**src/inc/irq_front_pkg.sv**
```systemverilog
package irq_front_pkg;

	// Source counts and field widths.
	localparam int N_PIN = 8;
	localparam int N_PER = 8;
	localparam int N_SRC = N_PIN + N_PER;
	localparam int LVL_W = 3;
	localparam int ID_W = 4;
	localparam int N_EV = 3;
	localparam int ADDR_W = 8;

	// Register byte addresses.
	localparam logic [ADDR_W-1:0] ADDR_SYSCTL = 8'h00;
	localparam logic [ADDR_W-1:0] ADDR_SENSE = 8'h04;
	localparam logic [ADDR_W-1:0] ADDR_IRQ_EN = 8'h08;
	localparam logic [ADDR_W-1:0] ADDR_IRQ_STAT = 8'h0c;
	localparam logic [ADDR_W-1:0] ADDR_PRI_EXT = 8'h10;
	localparam logic [ADDR_W-1:0] ADDR_PRI_PER = 8'h14;
	localparam logic [ADDR_W-1:0] ADDR_PER_EN = 8'h18;
	localparam logic [ADDR_W-1:0] ADDR_DMA_RT = 8'h1c;
	localparam logic [ADDR_W-1:0] ADDR_DTE_RT = 8'h20;
	localparam logic [ADDR_W-1:0] ADDR_EV_STAT = 8'h24;
	localparam logic [ADDR_W-1:0] ADDR_EV_MASK = 8'h28;
	localparam logic [ADDR_W-1:0] ADDR_PER_FLAG = 8'h2c;

	// Field positions.
	localparam int NMI_EDGE_POS = 0;
	localparam int EV_NMI = 0;
	localparam int EV_WAKE = 1;
	localparam int EV_PIN = 2;

	// Reset values.
	localparam logic RST_NMI_EDGE = 1'b0;
	localparam logic [2*N_PIN-1:0] RST_SENSE = 16'h0000;
	localparam logic [N_PIN-1:0] RST_PIN_BITS = 8'h00;
	localparam logic [N_PER-1:0] RST_PER_BITS = 8'h00;
	localparam logic [LVL_W*N_PIN-1:0] RST_PRI = 24'h000000;
	localparam logic [N_EV-1:0] RST_EV = 3'h0;

	// Sense codes: bit b is the high bit, bit a the low bit.
	localparam logic [1:0] SENSE_LOW = 2'h0;
	localparam logic [1:0] SENSE_FALL = 2'h1;
	localparam logic [1:0] SENSE_RISE = 2'h2;
	localparam logic [1:0] SENSE_BOTH = 2'h3;

	// Request handed to the CPU side.
	typedef struct packed {
		logic valid;
		logic [ID_W-1:0] id;
		logic [LVL_W-1:0] level;
	} arb_t;

endpackage : irq_front_pkg

```
**src/hw/irq_pin_detect.sv**
```systemverilog
`timescale 1ns/1ns
module irq_pin_detect (
	input wire logic pclk,
	input wire logic presetn,
	input wire logic pin_level,
	input wire logic [1:0] sense,
	output logic hit
);
	import irq_front_pkg::*;

	logic sync1_reg;
	logic sync2_reg;
	logic prev_reg;
	logic [2:0] fill_reg;
	logic hit_c;

	// Two-stage synchroniser, then one history stage for edges.
	always_ff @(posedge pclk or negedge presetn) begin
		if (!presetn) begin
			sync1_reg <= 1'b1;
			sync2_reg <= 1'b1;
			prev_reg <= 1'b1;
			fill_reg <= 3'h0;
		end else begin
			sync1_reg <= pin_level; // RULE_17
			sync2_reg <= sync1_reg; // RULE_17
			prev_reg <= sync2_reg;
			fill_reg <= {fill_reg[1:0], 1'b1};
		end
	end

	wire armed = fill_reg[2];
	wire fall = prev_reg & ~sync2_reg;
	wire rise = ~prev_reg & sync2_reg;

	always_comb begin
		case (sense) // RULE_06
			SENSE_LOW: hit_c = ~sync2_reg;
			SENSE_FALL: hit_c = fall;
			SENSE_RISE: hit_c = rise;
			default: hit_c = fall | rise;
		endcase
	end

	// Reset-time history is not real, so detection waits until it is.
	assign hit = armed & hit_c;
endmodule : irq_pin_detect

```
**src/hw/irq_front_end.sv**
```systemverilog
// The APB slave port and the placing of the registers are this design's own decisions.
`timescale 1ns/1ns
// Overview of operation
// RULE_01 - NMI plus request pins, all wake capable.
// RULE_02 - External request restores device from standby.
// RULE_03 - Pin 6 serves USB, same detection.
// RULE_04 - NMI highest, always passed to CPU.
// RULE_05 - Control bit picks NMI rising or falling.
// RULE_06 - Per-pin sense: low, fall, rise, both.
// RULE_07 - Enable bit gates each pin request.
// RULE_08 - Priority field sets pin arbitration level.
// RULE_09 - Pending flags shown, cleared by writing zero.
// RULE_10 - Detection independent of pin direction.
// RULE_11 - Pending set even when pin disabled.
// RULE_12 - Peripheral request needs flag and enable.
// RULE_13 - Peripheral sources get priority levels too.
// RULE_14 - Peripheral requests can trigger DMA engines.
// RULE_15 - Engine activation ignores CPU mask state.
// RULE_16 - Equal priority: lower number wins.
// RULE_17 - Synchronise pins; each event sets once.
module irq_front_end (
	input wire logic pclk,
	input wire logic presetn,
	input wire logic psel,
	input wire logic penable,
	input wire logic pwrite,
	input wire logic [irq_front_pkg::ADDR_W-1:0] paddr,
	input wire logic [31:0] pwdata,
	output logic [31:0] prdata,
	output logic pready,
	output logic pslverr,
	input wire logic nmi_pin,
	input wire logic [irq_front_pkg::N_PIN-1:0] irq_pin_n,
	input wire logic [irq_front_pkg::N_PER-1:0] per_flag,
	input wire logic standby,
	output logic nmi_req,
	output irq_front_pkg::arb_t cpu_req,
	output logic wake,
	output logic [irq_front_pkg::N_PER-1:0] dma_act,
	output logic [irq_front_pkg::N_PER-1:0] dte_act,
	output logic irq
);
	import irq_front_pkg::*;

	////////////////////////////////////////////////////////////////
	// State.

	logic nmi_edge_reg;
	logic [2*N_PIN-1:0] sense_reg;
	logic [N_PIN-1:0] ien_reg;
	logic [N_PIN-1:0] pending_reg;
	logic [N_PIN-1:0] pending_next;
	logic [LVL_W*N_PIN-1:0] pri_ext_reg;
	logic [LVL_W*N_PER-1:0] pri_per_reg;
	logic [N_PER-1:0] pen_reg;
	logic [N_PER-1:0] dma_rt_reg;
	logic [N_PER-1:0] dte_rt_reg;
	logic [N_EV-1:0] ev_reg;
	logic [N_EV-1:0] ev_next;
	logic [N_EV-1:0] ev_mask_reg;
	logic [31:0] rd_mux;
	logic [31:0] prdata_reg;
	logic pready_reg;
	logic pslverr_reg;
	logic nmi_req_reg;
	arb_t cpu_req_reg;
	logic wake_reg;
	logic [N_PER-1:0] dma_act_reg;
	logic [N_PER-1:0] dte_act_reg;
	logic irq_reg;
	logic nmi_hit;
	logic [N_PIN-1:0] pin_hit;

	////////////////////////////////////////////////////////////////
	// Pin detection.

	// The pad level is sampled whatever the pin's direction.
	irq_pin_detect u_nmi_detect (
		.pclk(pclk),
		.presetn(presetn),
		.pin_level(nmi_pin), // RULE_10
		.sense(nmi_edge_reg ? SENSE_RISE : SENSE_FALL), // RULE_05
		.hit(nmi_hit)
	);

	// Line 6 carries the USB function's request into the same detector.
	genvar gi;
	generate
		for (gi = 0; gi < N_PIN; gi++) begin : g_pin // RULE_03
			irq_pin_detect u_detect (
				.pclk(pclk),
				.presetn(presetn),
				.pin_level(irq_pin_n[gi]), // RULE_10
				.sense(sense_reg[2*gi +: 2]), // RULE_06
				.hit(pin_hit[gi])
			);
		end
	endgenerate

	////////////////////////////////////////////////////////////////
	// APB decode.

	wire setup = psel & ~penable;
	wire wr_en = psel & penable & pready_reg & pwrite;

	wire sel_sysctl = paddr == ADDR_SYSCTL;
	wire sel_sense = paddr == ADDR_SENSE;
	wire sel_ien = paddr == ADDR_IRQ_EN;
	wire sel_stat = paddr == ADDR_IRQ_STAT;
	wire sel_pri_ext = paddr == ADDR_PRI_EXT;
	wire sel_pri_per = paddr == ADDR_PRI_PER;
	wire sel_pen = paddr == ADDR_PER_EN;
	wire sel_dma = paddr == ADDR_DMA_RT;
	wire sel_dte = paddr == ADDR_DTE_RT;
	wire sel_ev = paddr == ADDR_EV_STAT;
	wire sel_mask = paddr == ADDR_EV_MASK;
	wire sel_flag = paddr == ADDR_PER_FLAG;

	wire addr_ok = sel_sysctl | sel_sense | sel_ien | sel_stat |
		sel_pri_ext | sel_pri_per | sel_pen | sel_dma | sel_dte |
		sel_ev | sel_mask | sel_flag;

	wire wr_stat = wr_en & sel_stat;
	wire wr_ev = wr_en & sel_ev;

	always_comb begin
		rd_mux = 32'h0000_0000;
		if (sel_sysctl) begin
			rd_mux[NMI_EDGE_POS] = nmi_edge_reg;
		end else if (sel_sense) begin
			rd_mux[2*N_PIN-1:0] = sense_reg;
		end else if (sel_ien) begin
			rd_mux[N_PIN-1:0] = ien_reg;
		end else if (sel_stat) begin
			rd_mux[N_PIN-1:0] = pending_reg; // RULE_09
		end else if (sel_pri_ext) begin
			rd_mux[LVL_W*N_PIN-1:0] = pri_ext_reg;
		end else if (sel_pri_per) begin
			rd_mux[LVL_W*N_PER-1:0] = pri_per_reg;
		end else if (sel_pen) begin
			rd_mux[N_PER-1:0] = pen_reg;
		end else if (sel_dma) begin
			rd_mux[N_PER-1:0] = dma_rt_reg;
		end else if (sel_dte) begin
			rd_mux[N_PER-1:0] = dte_rt_reg;
		end else if (sel_ev) begin
			rd_mux[N_EV-1:0] = ev_reg;
		end else if (sel_mask) begin
			rd_mux[N_EV-1:0] = ev_mask_reg;
		end else if (sel_flag) begin
			rd_mux[N_PER-1:0] = per_flag;
		end
	end

	// Every transfer completes with no wait state.
	always_ff @(posedge pclk or negedge presetn) begin
		if (!presetn) begin
			pready_reg <= 1'b0;
			pslverr_reg <= 1'b0;
			prdata_reg <= 32'h0000_0000;
		end else begin
			pready_reg <= setup;
			pslverr_reg <= setup & ~addr_ok;
			prdata_reg <= (setup & ~pwrite) ? rd_mux : 32'h0000_0000;
		end
	end

	////////////////////////////////////////////////////////////////
	// Configuration registers.

	always_ff @(posedge pclk or negedge presetn) begin
		if (!presetn) begin
			nmi_edge_reg <= RST_NMI_EDGE;
			sense_reg <= RST_SENSE;
			ien_reg <= RST_PIN_BITS;
			pri_ext_reg <= RST_PRI;
			pri_per_reg <= RST_PRI;
			pen_reg <= RST_PER_BITS;
			dma_rt_reg <= RST_PER_BITS;
			dte_rt_reg <= RST_PER_BITS;
			ev_mask_reg <= RST_EV;
		end else if (wr_en) begin
			if (sel_sysctl) begin
				nmi_edge_reg <= pwdata[NMI_EDGE_POS]; // RULE_05
			end
			if (sel_sense) begin
				sense_reg <= pwdata[2*N_PIN-1:0]; // RULE_06
			end
			if (sel_ien) begin
				ien_reg <= pwdata[N_PIN-1:0]; // RULE_07
			end
			if (sel_pri_ext) begin
				pri_ext_reg <= pwdata[LVL_W*N_PIN-1:0]; // RULE_08
			end
			if (sel_pri_per) begin
				pri_per_reg <= pwdata[LVL_W*N_PER-1:0]; // RULE_13
			end
			if (sel_pen) begin
				pen_reg <= pwdata[N_PER-1:0]; // RULE_12
			end
			if (sel_dma) begin
				dma_rt_reg <= pwdata[N_PER-1:0]; // RULE_14
			end
			if (sel_dte) begin
				dte_rt_reg <= pwdata[N_PER-1:0]; // RULE_14
			end
			if (sel_mask) begin
				ev_mask_reg <= pwdata[N_EV-1:0];
			end
		end
	end

	////////////////////////////////////////////////////////////////
	// Pending flags and events.

	// A new detection in the clearing cycle survives the clear.
	wire [N_PIN-1:0] stat_clr = wr_stat ? ~pwdata[N_PIN-1:0] : RST_PIN_BITS;
	assign pending_next = (pending_reg & ~stat_clr) | pin_hit; // RULE_09 RULE_11

	wire wake_ev = standby & (nmi_hit | (|(pin_hit & ien_reg))); // RULE_01 RULE_02
	wire [N_EV-1:0] ev_set = {|pin_hit, wake_ev, nmi_hit};
	wire [N_EV-1:0] ev_clr = wr_ev ? pwdata[N_EV-1:0] : RST_EV;
	assign ev_next = (ev_reg & ~ev_clr) | ev_set;

	always_ff @(posedge pclk or negedge presetn) begin
		if (!presetn) begin
			pending_reg <= RST_PIN_BITS;
			ev_reg <= RST_EV;
		end else begin
			pending_reg <= pending_next;
			ev_reg <= ev_next;
		end
	end

	////////////////////////////////////////////////////////////////
	// Arbitration.

	wire [N_SRC-1:0] req_vec = {per_flag & pen_reg, pending_reg & ien_reg}; // RULE_07 RULE_12
	wire [LVL_W*N_SRC-1:0] lvl_vec = {pri_per_reg, pri_ext_reg};

	// Strict compare keeps the lowest-numbered source on a tie.
	function automatic arb_t arbitrate(
		input logic [N_SRC-1:0] req,
		input logic [LVL_W*N_SRC-1:0] lvl
	);
		arb_t best;
		best = '0;
		for (int i = 0; i < N_SRC; i++) begin
			if (req[i] && (!best.valid || lvl[LVL_W*i +: LVL_W] > best.level)) begin
				best.valid = 1'b1;
				best.id = ID_W'(i);
				best.level = lvl[LVL_W*i +: LVL_W];
			end
		end
		return best;
	endfunction : arbitrate

	wire arb_t arb_win = arbitrate(req_vec, lvl_vec); // RULE_08 RULE_13 RULE_16

	////////////////////////////////////////////////////////////////
	// Outputs.

	// Engine triggers bypass ev_mask_reg but still need the same pen_reg enable as the CPU request.
	wire [N_PER-1:0] per_req = per_flag & pen_reg;

	always_ff @(posedge pclk or negedge presetn) begin
		if (!presetn) begin
			nmi_req_reg <= 1'b0;
			cpu_req_reg <= '0;
			wake_reg <= 1'b0;
			dma_act_reg <= RST_PER_BITS;
			dte_act_reg <= RST_PER_BITS;
			irq_reg <= 1'b0;
		end else begin
			nmi_req_reg <= nmi_hit; // RULE_04
			cpu_req_reg <= arb_win;
			wake_reg <= wake_ev; // RULE_02
			dma_act_reg <= per_req & dma_rt_reg; // RULE_14 RULE_15
			dte_act_reg <= per_req & dte_rt_reg; // RULE_14 RULE_15
			irq_reg <= |(ev_next & ev_mask_reg);
		end
	end

	assign prdata = prdata_reg;
	assign pready = pready_reg;
	assign pslverr = pslverr_reg;
	assign nmi_req = nmi_req_reg;
	assign cpu_req = cpu_req_reg;
	assign wake = wake_reg;
	assign dma_act = dma_act_reg;
	assign dte_act = dte_act_reg;
	assign irq = irq_reg;
endmodule : irq_front_end

```
**config.mk**
```make
export PLATFORM = sky130hd
export DESIGN_NAME = irq_front_end
export DESIGN_NICKNAME = d
export VERILOG_FILES = /design/src/inc/irq_front_pkg.sv /design/src/hw/irq_pin_detect.sv /design/src/hw/irq_front_end.sv
export SDC_FILE = /design/constraint.sdc
export NUM_CORES = 1
export LEC_CHECK = 0
export BUFFER_PORTS_ARGS = -buffer_cell sky130_fd_sc_hd__buf_2
export CAP_MARGIN = 20
export CORE_AREA = 2 2 136 205
export CTS_CLUSTER_DIAMETER = 60
export DETAILED_ROUTE_END_ITERATION = 8
export DIE_AREA = 0 0 138 207
export GPL_TIMING_DRIVEN = 1
export PLACE_DENSITY = 0.7
export SLEW_MARGIN = 40
export SYNTH_ARGS = -nofsm -noshare
export SYNTH_HDL_FRONTEND = slang
export SYNTH_SLANG_ARGS = --single-unit
export TNS_END_PERCENT = 1
```
**constraint.sdc**
```tcl
create_clock -name pclk -period 28.5 [get_ports pclk]
set_clock_uncertainty 0.1 [all_clocks]
set_input_delay 0 -clock pclk [delete_from_list [all_inputs] [get_ports pclk]]
set_output_delay 0 -clock pclk [all_outputs]
set_load 0.005 [all_outputs]
```
# Word level (Yosys, flattened, before mapping)
# Cells that the tools add are included.
# classes
order_cmp	15
n_eq_ne	29
muxes	59
bitwise	91
n_reduce_logical	67
# ops
op	n
8-bit two-way mux	36
16-bit two-way mux	4
8-bit bitwise AND	6
24-bit two-way mux	2
3-bit greater-than comparator	15
1-bit bitwise AND	36
8-bit by 5-bit == test with 1-bit output, second input constant	4
8-bit by 6-bit == test with 1-bit output, second input constant	4
1-bit case mux with 3 select lines	9
23-bit two-way mux	1
1-bit inverter	21
1-bit OR	21
2-bit by 1-bit == test with 1-bit output, second input constant	9
2-bit == test, second input constant	9
2-bit logical NOT	9
2-bit AND reduction	9
8-bit by 4-bit == test with 1-bit output, second input constant	2
8-bit inverter	2
8-bit OR reduction	2
1-bit logical AND	15
1-bit logical NOT	15
1-bit logical OR	15
5-bit two-way mux	2
3-bit two-way mux	3
9 further kinds	10
# word_totals
reg_bits	218
in_bits	63
out_inout_bits	61
elab_cells	319

# Depth between registers and ports, before layout
# Gate-level depths: netlist (run 1).
# depth
word_depth	62
ltp_mapped	112

# By module
# Synthesis (run 1) repeated with hierarchy kept, for this count alone.
# hier_totals
cells_unflattened	1052
hier_area_um2	11148.2
# by_module_without_submodules
mod	instances	cells_each	area_each_um2	seq_area_each_um2
irq_front_end	1	899	9143.8	4103.9
irq_pin_detect	9	17	222.7	153.9

# Least setup slack after synthesis (run 1)
# OpenSTA, ideal clock, no wires.
# synth_path
path_kind	register to register
from	register ien_reg[0]
to	register cpu_req_reg, in the netlist cpu_req[2]
setup_ns	0.129
arrival_ns	19.732
slack_ns	8.540
path_stages_with_launch	103
n_path_buf	3
period_less_slack_ns	19.960
cell_sequence	dfrtp_1 -> and2_1 -> nand2_1 -> ha_1 -> and3b_1 -> o21a_1 -> a21oi_1 -> a22oi_1 -> ha_1 -> nand3b_1 -> a32o_1 -> a21oi_1 -> a221o_1 -> o21ai_0 -> ha_1 -> nand3b_1 -> a32oi_1 -> o21ba_2 -> [... 67 more ...] -> o21ai_0 -> ha_1 -> nor2b_1 -> o21a_1 -> o21ai_0 -> a21oi_1 -> clkbuf_1 -> nand2_1 -> o21a_1 -> ha_1 -> a21o_1 -> a21oi_1 -> a31oi_1 -> nor2_1 -> or2_2 -> buf_1 -> a31oi_1 -> nand3_1
# synth_rtl
element	line_no	rtl
from (decl)	irq_front_end.sv:50	logic [N_PIN-1:0] ien_reg;
from (signal assigned)	irq_front_end.sv:190	ien_reg <= pwdata[N_PIN-1:0];
to (signal assigned)	irq_front_end.sv:276	cpu_req_reg <= arb_win;
to (decl)	irq_front_end.sv:66	arb_t cpu_req_reg;

==> results.md, run 1 <==
* Gr ovfl total at 0
* WHS at 0.0356 ns
* Diode count at 0
* Register area share after synthesis at 46.1%
* Final period util at 79.4%
* Type of origin of the critical path: register
* M1 wire length at 11100 µm
* Slew headroom at 45.0%
* Maximum vdd drop at 0.0000418 V
* Synthesis warning total at 0
* Post-Syn Area at 10600 µm²
* CP Capture Type: register
* Power Total at 550 µW
* Fin. Hold Viols at 0
* Drc violations at 0
* Setup Crit Path Kind: register to register
* Clk slew on worst S/H paths at 0.08 ns
* Worst skew pair latency at 0.46 ns
* First-pass GRT wire length at 45900 µm
* Area growth syn-to-layout at 18.3%
* Core ar. at 26900 µm²
* Syn_area_per_cell at 10.5 µm²
* GRT Util Overall at 20.4%
* TNS Setup at 0 ns
* Status: finished clean
* Worst hold path class: input port to asynchronous set/reset pin
* Cell repeated most along the worst path: ha_1
* Drt pass-1 iters at 7
* Clock sinks at 194
* Die area at 28600 µm²
* Final Max Slew Viols at 0
* Max Cap Viol at 0
* Die W at 138 µm
* Uppermost routed layer: met4
* Worst EP required at 28.78 ns
* Power per cell area at 43.8 nW/µm²
* RSZ-0062 raised after global routing: no
* Dominant synthesized flop cell: dfrtp_1
* Placer Congestion at 0.907
* Period minus WS final at 22.63 ns
* Leakage at 0.00608 µW
* Critical path's slowest cell: dfrtp_1
* TritonCTS Buffers at 17
* Total vias in the final route at 8442
* Metal2 WL at 14900 µm
* Flops & latches, synth at 194
* Max clock buf depth at 2
* Synth Instances at 1010
* Initial cell density of the core at 39.5%
* Dpl hpwl at 21600 µm
* Number of synthesized flops with an enable pin at 0
* CTS root buf: clkbuf_16
* Initial DRC Count at 657
* Largest net degree at the start of global routing at 134
* CP max FO at 13
* # IOs at 124
* CP peak stage delay at 0.47 ns
* Final core area utilization at 46.7%
* Initial antenna violation count at 0
* Share of layout cells above drive strength 1 at 27.2%
* Post-Route WL at 28800 µm
* Vias per Instance at 5.55
* Worst path arrival time at 22.91 ns
* Ys async rst share at 100%
* FMAX at 44.2 MHz
* Setup repair bufs after CTS at 0
* IO buf count at 107
* Rows at 74
* CTS H-Tree Depth at 4
* Wire per inst at 18.9 µm
* Library cells used by synthesis at 79
* Met3 wire length at 1060 µm
* Die height at 207 µm
* Vias in the first global route at 8387
* Nets at 1282
* Worst-Margin Slew at 0.822 ns
* CTS tree: done
* Antenna-violating nets left at 0
* Final setup fails at 0
-- per-stage QoR --
| stage | std cells | setup WS [ns] | cell area, µm² |
|---|---|---|---|
| 3_3_place_gp | 1440 | 5.99 | 11500 |
| 4_1_cts | 1519 | 5.68 | 12500 |
| 6_report | 1520 | 5.87 | 12500 |
| 5_1_grt | 1520 | 3.89 | 12500 |
| 2_1_floorplan | 1017 | 8.54 | 10600 |
| 3_5_place_dp | 1440 | 5.80 | 11500 |
-- cells in the final DEF, fill, tap and decap left out, types with 10 or more instances in the layout --
cell type	instances
and2_1	15
buf_2	106
nand2b_1	11
nand3_1	21
dlygate4sd3_1	47
a21o_1	10
a21oi_1	69
o211ai_1	12
nor2_1	55
clkbuf_16	18
nand2_1	107
inv_1	63
and3_1	22
ha_1	54
dfrtp_1	167
o21ai_0	48
dfstp_2	27
o21a_1	11
a22oi_1	13
mux2_2	106
-- routing by layer --
layer	GRT usage [%]	vias up
met5	0	-
met4	12.2	0
met3	3.40	66
met2	35.8	264
met1	23.3	4135
li1	-	3977
-- cells in the mapped netlist (4+ instances only) --
cell	count	area, µm²
a21oi_1	70	350
o211a_1	4	40.0
and2_1	15	93.8
o22ai_1	7	43.8
inv_1	63	236
buf_4	9	67.6
a221oi_1	7	61.3
nor3_1	8	40.0
mux2_4	9	135
o21ai_0	48	240
a222oi_1	9	90.1
mux4_2	4	90.1
clkbuf_1	19	71.3
nor2_1	57	214
nand3b_1	6	45.0
dfstp_2	27	709
nor2b_1	6	37.5
a22oi_1	13	97.6
a22o_1	9	78.8
dfrtp_1	167	4180
a211oi_1	6	45.0
and3_1	22	138
a21o_1	10	75.1
nand2_1	109	409
nand2b_1	11	68.8
mux2_2	106	1190
a31oi_1	7	43.8
or2_2	6	37.5
o21a_1	11	82.6
ha_1	54	676
mux2i_1	7	70.1
o211ai_1	12	90.1
nand3_1	21	105
-- worst max-delay path, delay by kind of cell, from the launching register on --
| kind | cells | cell delay [ns] |
|---|---|---|
| compound gates | 49 | 9.98 |
| fa+ha+maj | 15 | 4.55 |
| buf+inv | 2 | 0.33 |
| flops | 1 | 0.47 |
| mux | 10 | 3.35 |
| simple gates | 24 | 3.73 |
-- where the power goes --
| group | switching (µW) | internal, µW | leakage, µW |
|---|---|---|---|
| Combinational | 20.1 | 13.5 | 0.00325 |
| Sequential | 2.42 | 280 | 0.00255 |
| Clock | 110 | 124 | 0.000275 |
-- timing repair --
action | 4_1_cts | 5_1_grt
hold buffers | 47 | 0
endpoints found under the setup margin | 0 | 0
endpoints found under the hold margin | 274 | 0
resized for setup | 0 | 0
-- cells by family after synthesis --
family,share of synthesized area (%)
AO/OA/AOI/OAI,17.0
adder cells (fa/ha/maj),6.37
buffers and inverters,3.57
flip-flops,46.1
multiplexers,14.2
other,0.0708
AND/OR/NAND/NOR,12.8
-- cell type report --
| cell class | instances | area (µm²) |
|---|---|---|
| inverters | 63 | 236 |
| well taps | 342 | 428 |
| clock inverters | 10 | 100 |
| fillers | 2494 | 14300 |
| repair buffers | 158 | 1060 |
| clock buffers | 22 | 454 |
| flip-flops and latches | 194 | 4890 |
| multi-input cells | 731 | 5390 |
-- final timing paths --
check / slack (ns) / endpoint / cells after the start / from
min in group pclk: 0.04 / pslverr$_DFF_PN0_ / 5 / paddr[3]
worst max register to register: 5.87 / cpu_req[0]$_DFF_PN0_ / 100 / ien_reg[0]$_DFFE_PN0P_
worst min register to register: 0.25 / g_pin[0].u_detect.fill_reg[2]$_DFF_PN0_ / 0 / g_pin[7].u_detect.fill_reg[1]$_DFF_PN0_
worst max-delay path: 5.87 / cpu_req[0]$_DFF_PN0_ / 100 / ien_reg[0]$_DFFE_PN0P_
worst min-delay path: 0.04 / prdata[13]$_DFF_PN0_ / 2 / presetn
max in group asynchronous: 27.15 / dte_act[7]$_DFF_PN0_ / 3 / presetn
Power figures use the tool's default switching activity.
==> run 2, diff against run 1 <==
--- a/config.mk
+++ b/config.mk
@@ -12,7 +12,7 @@
 export DETAILED_ROUTE_END_ITERATION = 8
 export DIE_AREA = 0 0 138 207
 export GPL_TIMING_DRIVEN = 1
-export PLACE_DENSITY = 0.7
+export PLACE_DENSITY = 0.72
 export SLEW_MARGIN = 40
 export SYNTH_ARGS = -nofsm -noshare
 export SYNTH_HDL_FRONTEND = slang
==> constraint.sdc (replaced) <==
create_clock -name pclk -period 20.2 [get_ports pclk]
set_clock_uncertainty 0.1 [all_clocks]
set_input_delay 0 -clock pclk [delete_from_list [all_inputs] [get_ports pclk]]
set_output_delay 0 -clock pclk [all_outputs]
set_load 0.005 [all_outputs]
==> run 2 against run 1 <==
Setup slack got worse by 5.2 ns. Worst hold slack got worse by 0.0047 ns. Critical path depth grew 8. Fmax is 16% higher. Register-to-register slack worse by 5.2 ns. Sequential power up 41%. Critical endpoint is now cpu_req[5]$_DFF_PN0_. Highest routed layer unchanged.
==> results.md, run 2 (same netlist as run 1, synthesis figures left out) <==
* CTS tree: done
* Worst path arrival time at 19.72 ns (-3.19 ns)
* Clk slew on worst S/H paths at 0.07 ns (about the same)
* Wire per inst at 19.3 µm (+1.8%)
* Share of layout cells above drive strength 1 at 34.8% (+7.6 points)
* Diode count at 0 (unchanged)
* Clock sinks at 194 (unchanged)
* Slew headroom at 47.0% (+2.0 points)
* Max clock buf depth at 2 (unchanged)
* Final setup fails at 0 (unchanged)
* Placer Congestion at 0.896 (-1.3%)
* GRT Util Overall at 20.4% (-0.069 points)
* Worst skew pair latency at 0.45 ns (about the same)
* Gr ovfl total at 0 (unchanged)
* Nets at 1331 (+3.8%)
* Area after DPL at 11700 µm² (+1.3%)
* Maximum vdd drop at 0.0000597 V (+43%)
* Rows at 74 (unchanged)
* Antenna-violating nets left at 0 (unchanged)
* Worst reg2reg path startpoint: ien_reg[0]$_DFFE_PN0P_
* Worst r2r dst: cpu_req[5]$_DFF_PN0_
* Worst hold path class: input port to asynchronous set/reset pin
* Die area at 28600 µm² (unchanged)
* Worst-Margin Slew at 0.787 ns (-0.0346 ns)
* Critical path's slowest cell: dfrtp_1
* Final period util at 96.5% (+17 points)
* Area growth syn-to-layout at 25.6%
* CP peak stage delay at 0.38 ns (-0.09 ns)
* Die height at 207 µm (unchanged)
* Leakage at 0.00637 µW (+4.7%)
* Cells on worst reg2reg path at 108 (+8.0%)
* Net Sw Frac at 23.7% (-0.35 points)
* Power per cell area at 57.9 nW/µm² (+32%)
* IO buf count at 107 (unchanged)
* Sw power at 183 µW (+38%)
* Drc violations at 0 (unchanged)
* Vias in the first global route at 8784 (+4.7%)
* CP max FO at 6 (-7)
* Dpl hpwl at 21800 µm (+0.99%)
* FMAX at 51.3 MHz (+16%)
* Cell repeated most along the worst path: ha_1
* CP Capture Type: register
* Period minus WS final at 19.49 ns (-3.14 ns)
* First-pass GRT wire length at 46200 µm (+0.65%)
* Int Power at 589 µW (+41%)
* Status: finished clean
* Most frequent cells in the layout: 167 x dfrtp_1, 106 x buf_2, 105 x nand2_1, 102 x mux2_2, 63 x inv_1
* Total vias in the final route at 8818 (+4.5%)
* Critical Path End: cpu_req[5]$_DFF_PN0_
* Clock group share of total power at 41.9% (-0.6 points)
* Core ar. at 26900 µm² (unchanged)
* Comb pwr share at 6.5% (+0.4 points)
* Post-Route WL at 30300 µm (+5.1%)
* Die W at 138 µm (unchanged)
* Setup crit start: ien_reg[0]$_DFFE_PN0P_
* CTS H-Tree Depth at 4 (unchanged)
* TritonCTS Buffers at 17 (unchanged)
* Type of origin of the critical path: register
* CTS root buf: clkbuf_16
* Drt pass-1 iters at 6 (-1)
* Power Total at 772 µW (+40%)
* Worst reg2reg setup slack at 0.71 ns (-5.16 ns)
* Design Area, Final at 13300 µm² (+6.2%)
* Most common cell after layout, fill and taps aside: dfrtp_1
* Vias per Instance at 5.62 (+1.2%)
* # IOs at 124 (unchanged)
* Initial cell density of the core at 39.5% (unchanged)
* Final Max Slew Viols at 0 (unchanged)
* Fin. Hold Viols at 0 (unchanged)
* Setup Crit Path Kind: register to register
* Initial DRC Count at 574 (-13%)
* Max Cap Viol at 0 (unchanged)
* Worst EP required at 20.43 ns (-8.35 ns)
* Sequential power share at 51.6% (+0.2 points)
* Largest net degree at the start of global routing at 78 (-42%)
* TNS Setup at 0 ns (unchanged)
* Initial antenna violation count at 0 (unchanged)
## run 2: cell count changes in the layout (fill, tap and decap cells not counted), moves of 5 or more
cell and delta:
nor2_2 +5, a21oi_1 -10, nor2_1 -5, a21oi_2 +10, o21ai_0 -11, o21ai_1 +8, ha_1 -14, ha_4 +14
buf_4 +47
## run 2: area by class of cell
cell class,instances,area [µm²]
sequential,194,4890
inverter,63,236
multi-input combinational,731,5800
timing repair buffer,207,1420
clock buffer,24,493
fill,2396,13500
tap,342,428
clock inverter,8,65.1
## run 2: critical path: cells and delay by family, from the launching register on
kind | cells | cell delay, ns
buf+inv | 8 | 0.86
fa+ha+maj | 15 | 4.15
compound gates | 48 | 7.21
simple gates | 27 | 3.52
mux | 10 | 3.05
flops | 1 | 0.38
## run 2: power groups by stage
stage               Sequential, µW  Combinational, µW  Clock [µW]
floorplan                      405               17.3           0
global route                   399               55.4         347
finish                         399               49.8         324
CTS                            399               48.1         331
detailed placement             406               40.4           0
global placement               406               39.2           0
## run 2: stage by stage
step	hold slack (ns)	std cells	util [%]	setup WS, ns
after global placement	-0.0442	1462	43.4	0.0130
after floorplan	-0.396	1017	-	0.240
after global routing	0.0753	1569	49.6	-0.435
after CTS	0.0407	1543	47.5	0.0139
final	0.0310	1569	49.6	0.709
after detailed placement	-0.0396	1462	43.4	-0.474
## run 2: layer usage
metal | track usage (%) | share of wire [%]
met1 | 22.0 | 37
met2 | 35.8 | 51
met3 | 3.74 | 4.3
met4 | 14.3 | 7.1
met5 | 0 | 0
## run 2: repair_timing
action                                  CTS  global route
cloned                                    0             1
endpoints found under the hold margin   218             0
gates resized for setup                  13            68
endpoints found under the setup margin    7             7
buffers inserted                          1            24
hold buffers                             48             0
pin swaps                                 2            38
## run 2: worst min-delay path by stage
stage | to | start | slack, ns
2_1_floorplan | cpu_req[0]$_DFF_PN0_ | presetn | -0.40
3_3_place_gp | prdata[13]$_DFF_PN0_ | presetn | -0.04
3_5_place_dp | prdata[11]$_DFF_PN0_ | presetn | -0.04
4_1_cts | sense_reg[15]$_DFFE_PN0P_ | presetn | 0.04
5_1_grt | prdata[13]$_DFF_PN0_ | presetn | 0.08
6_report | prdata[13]$_DFF_PN0_ | presetn | 0.03
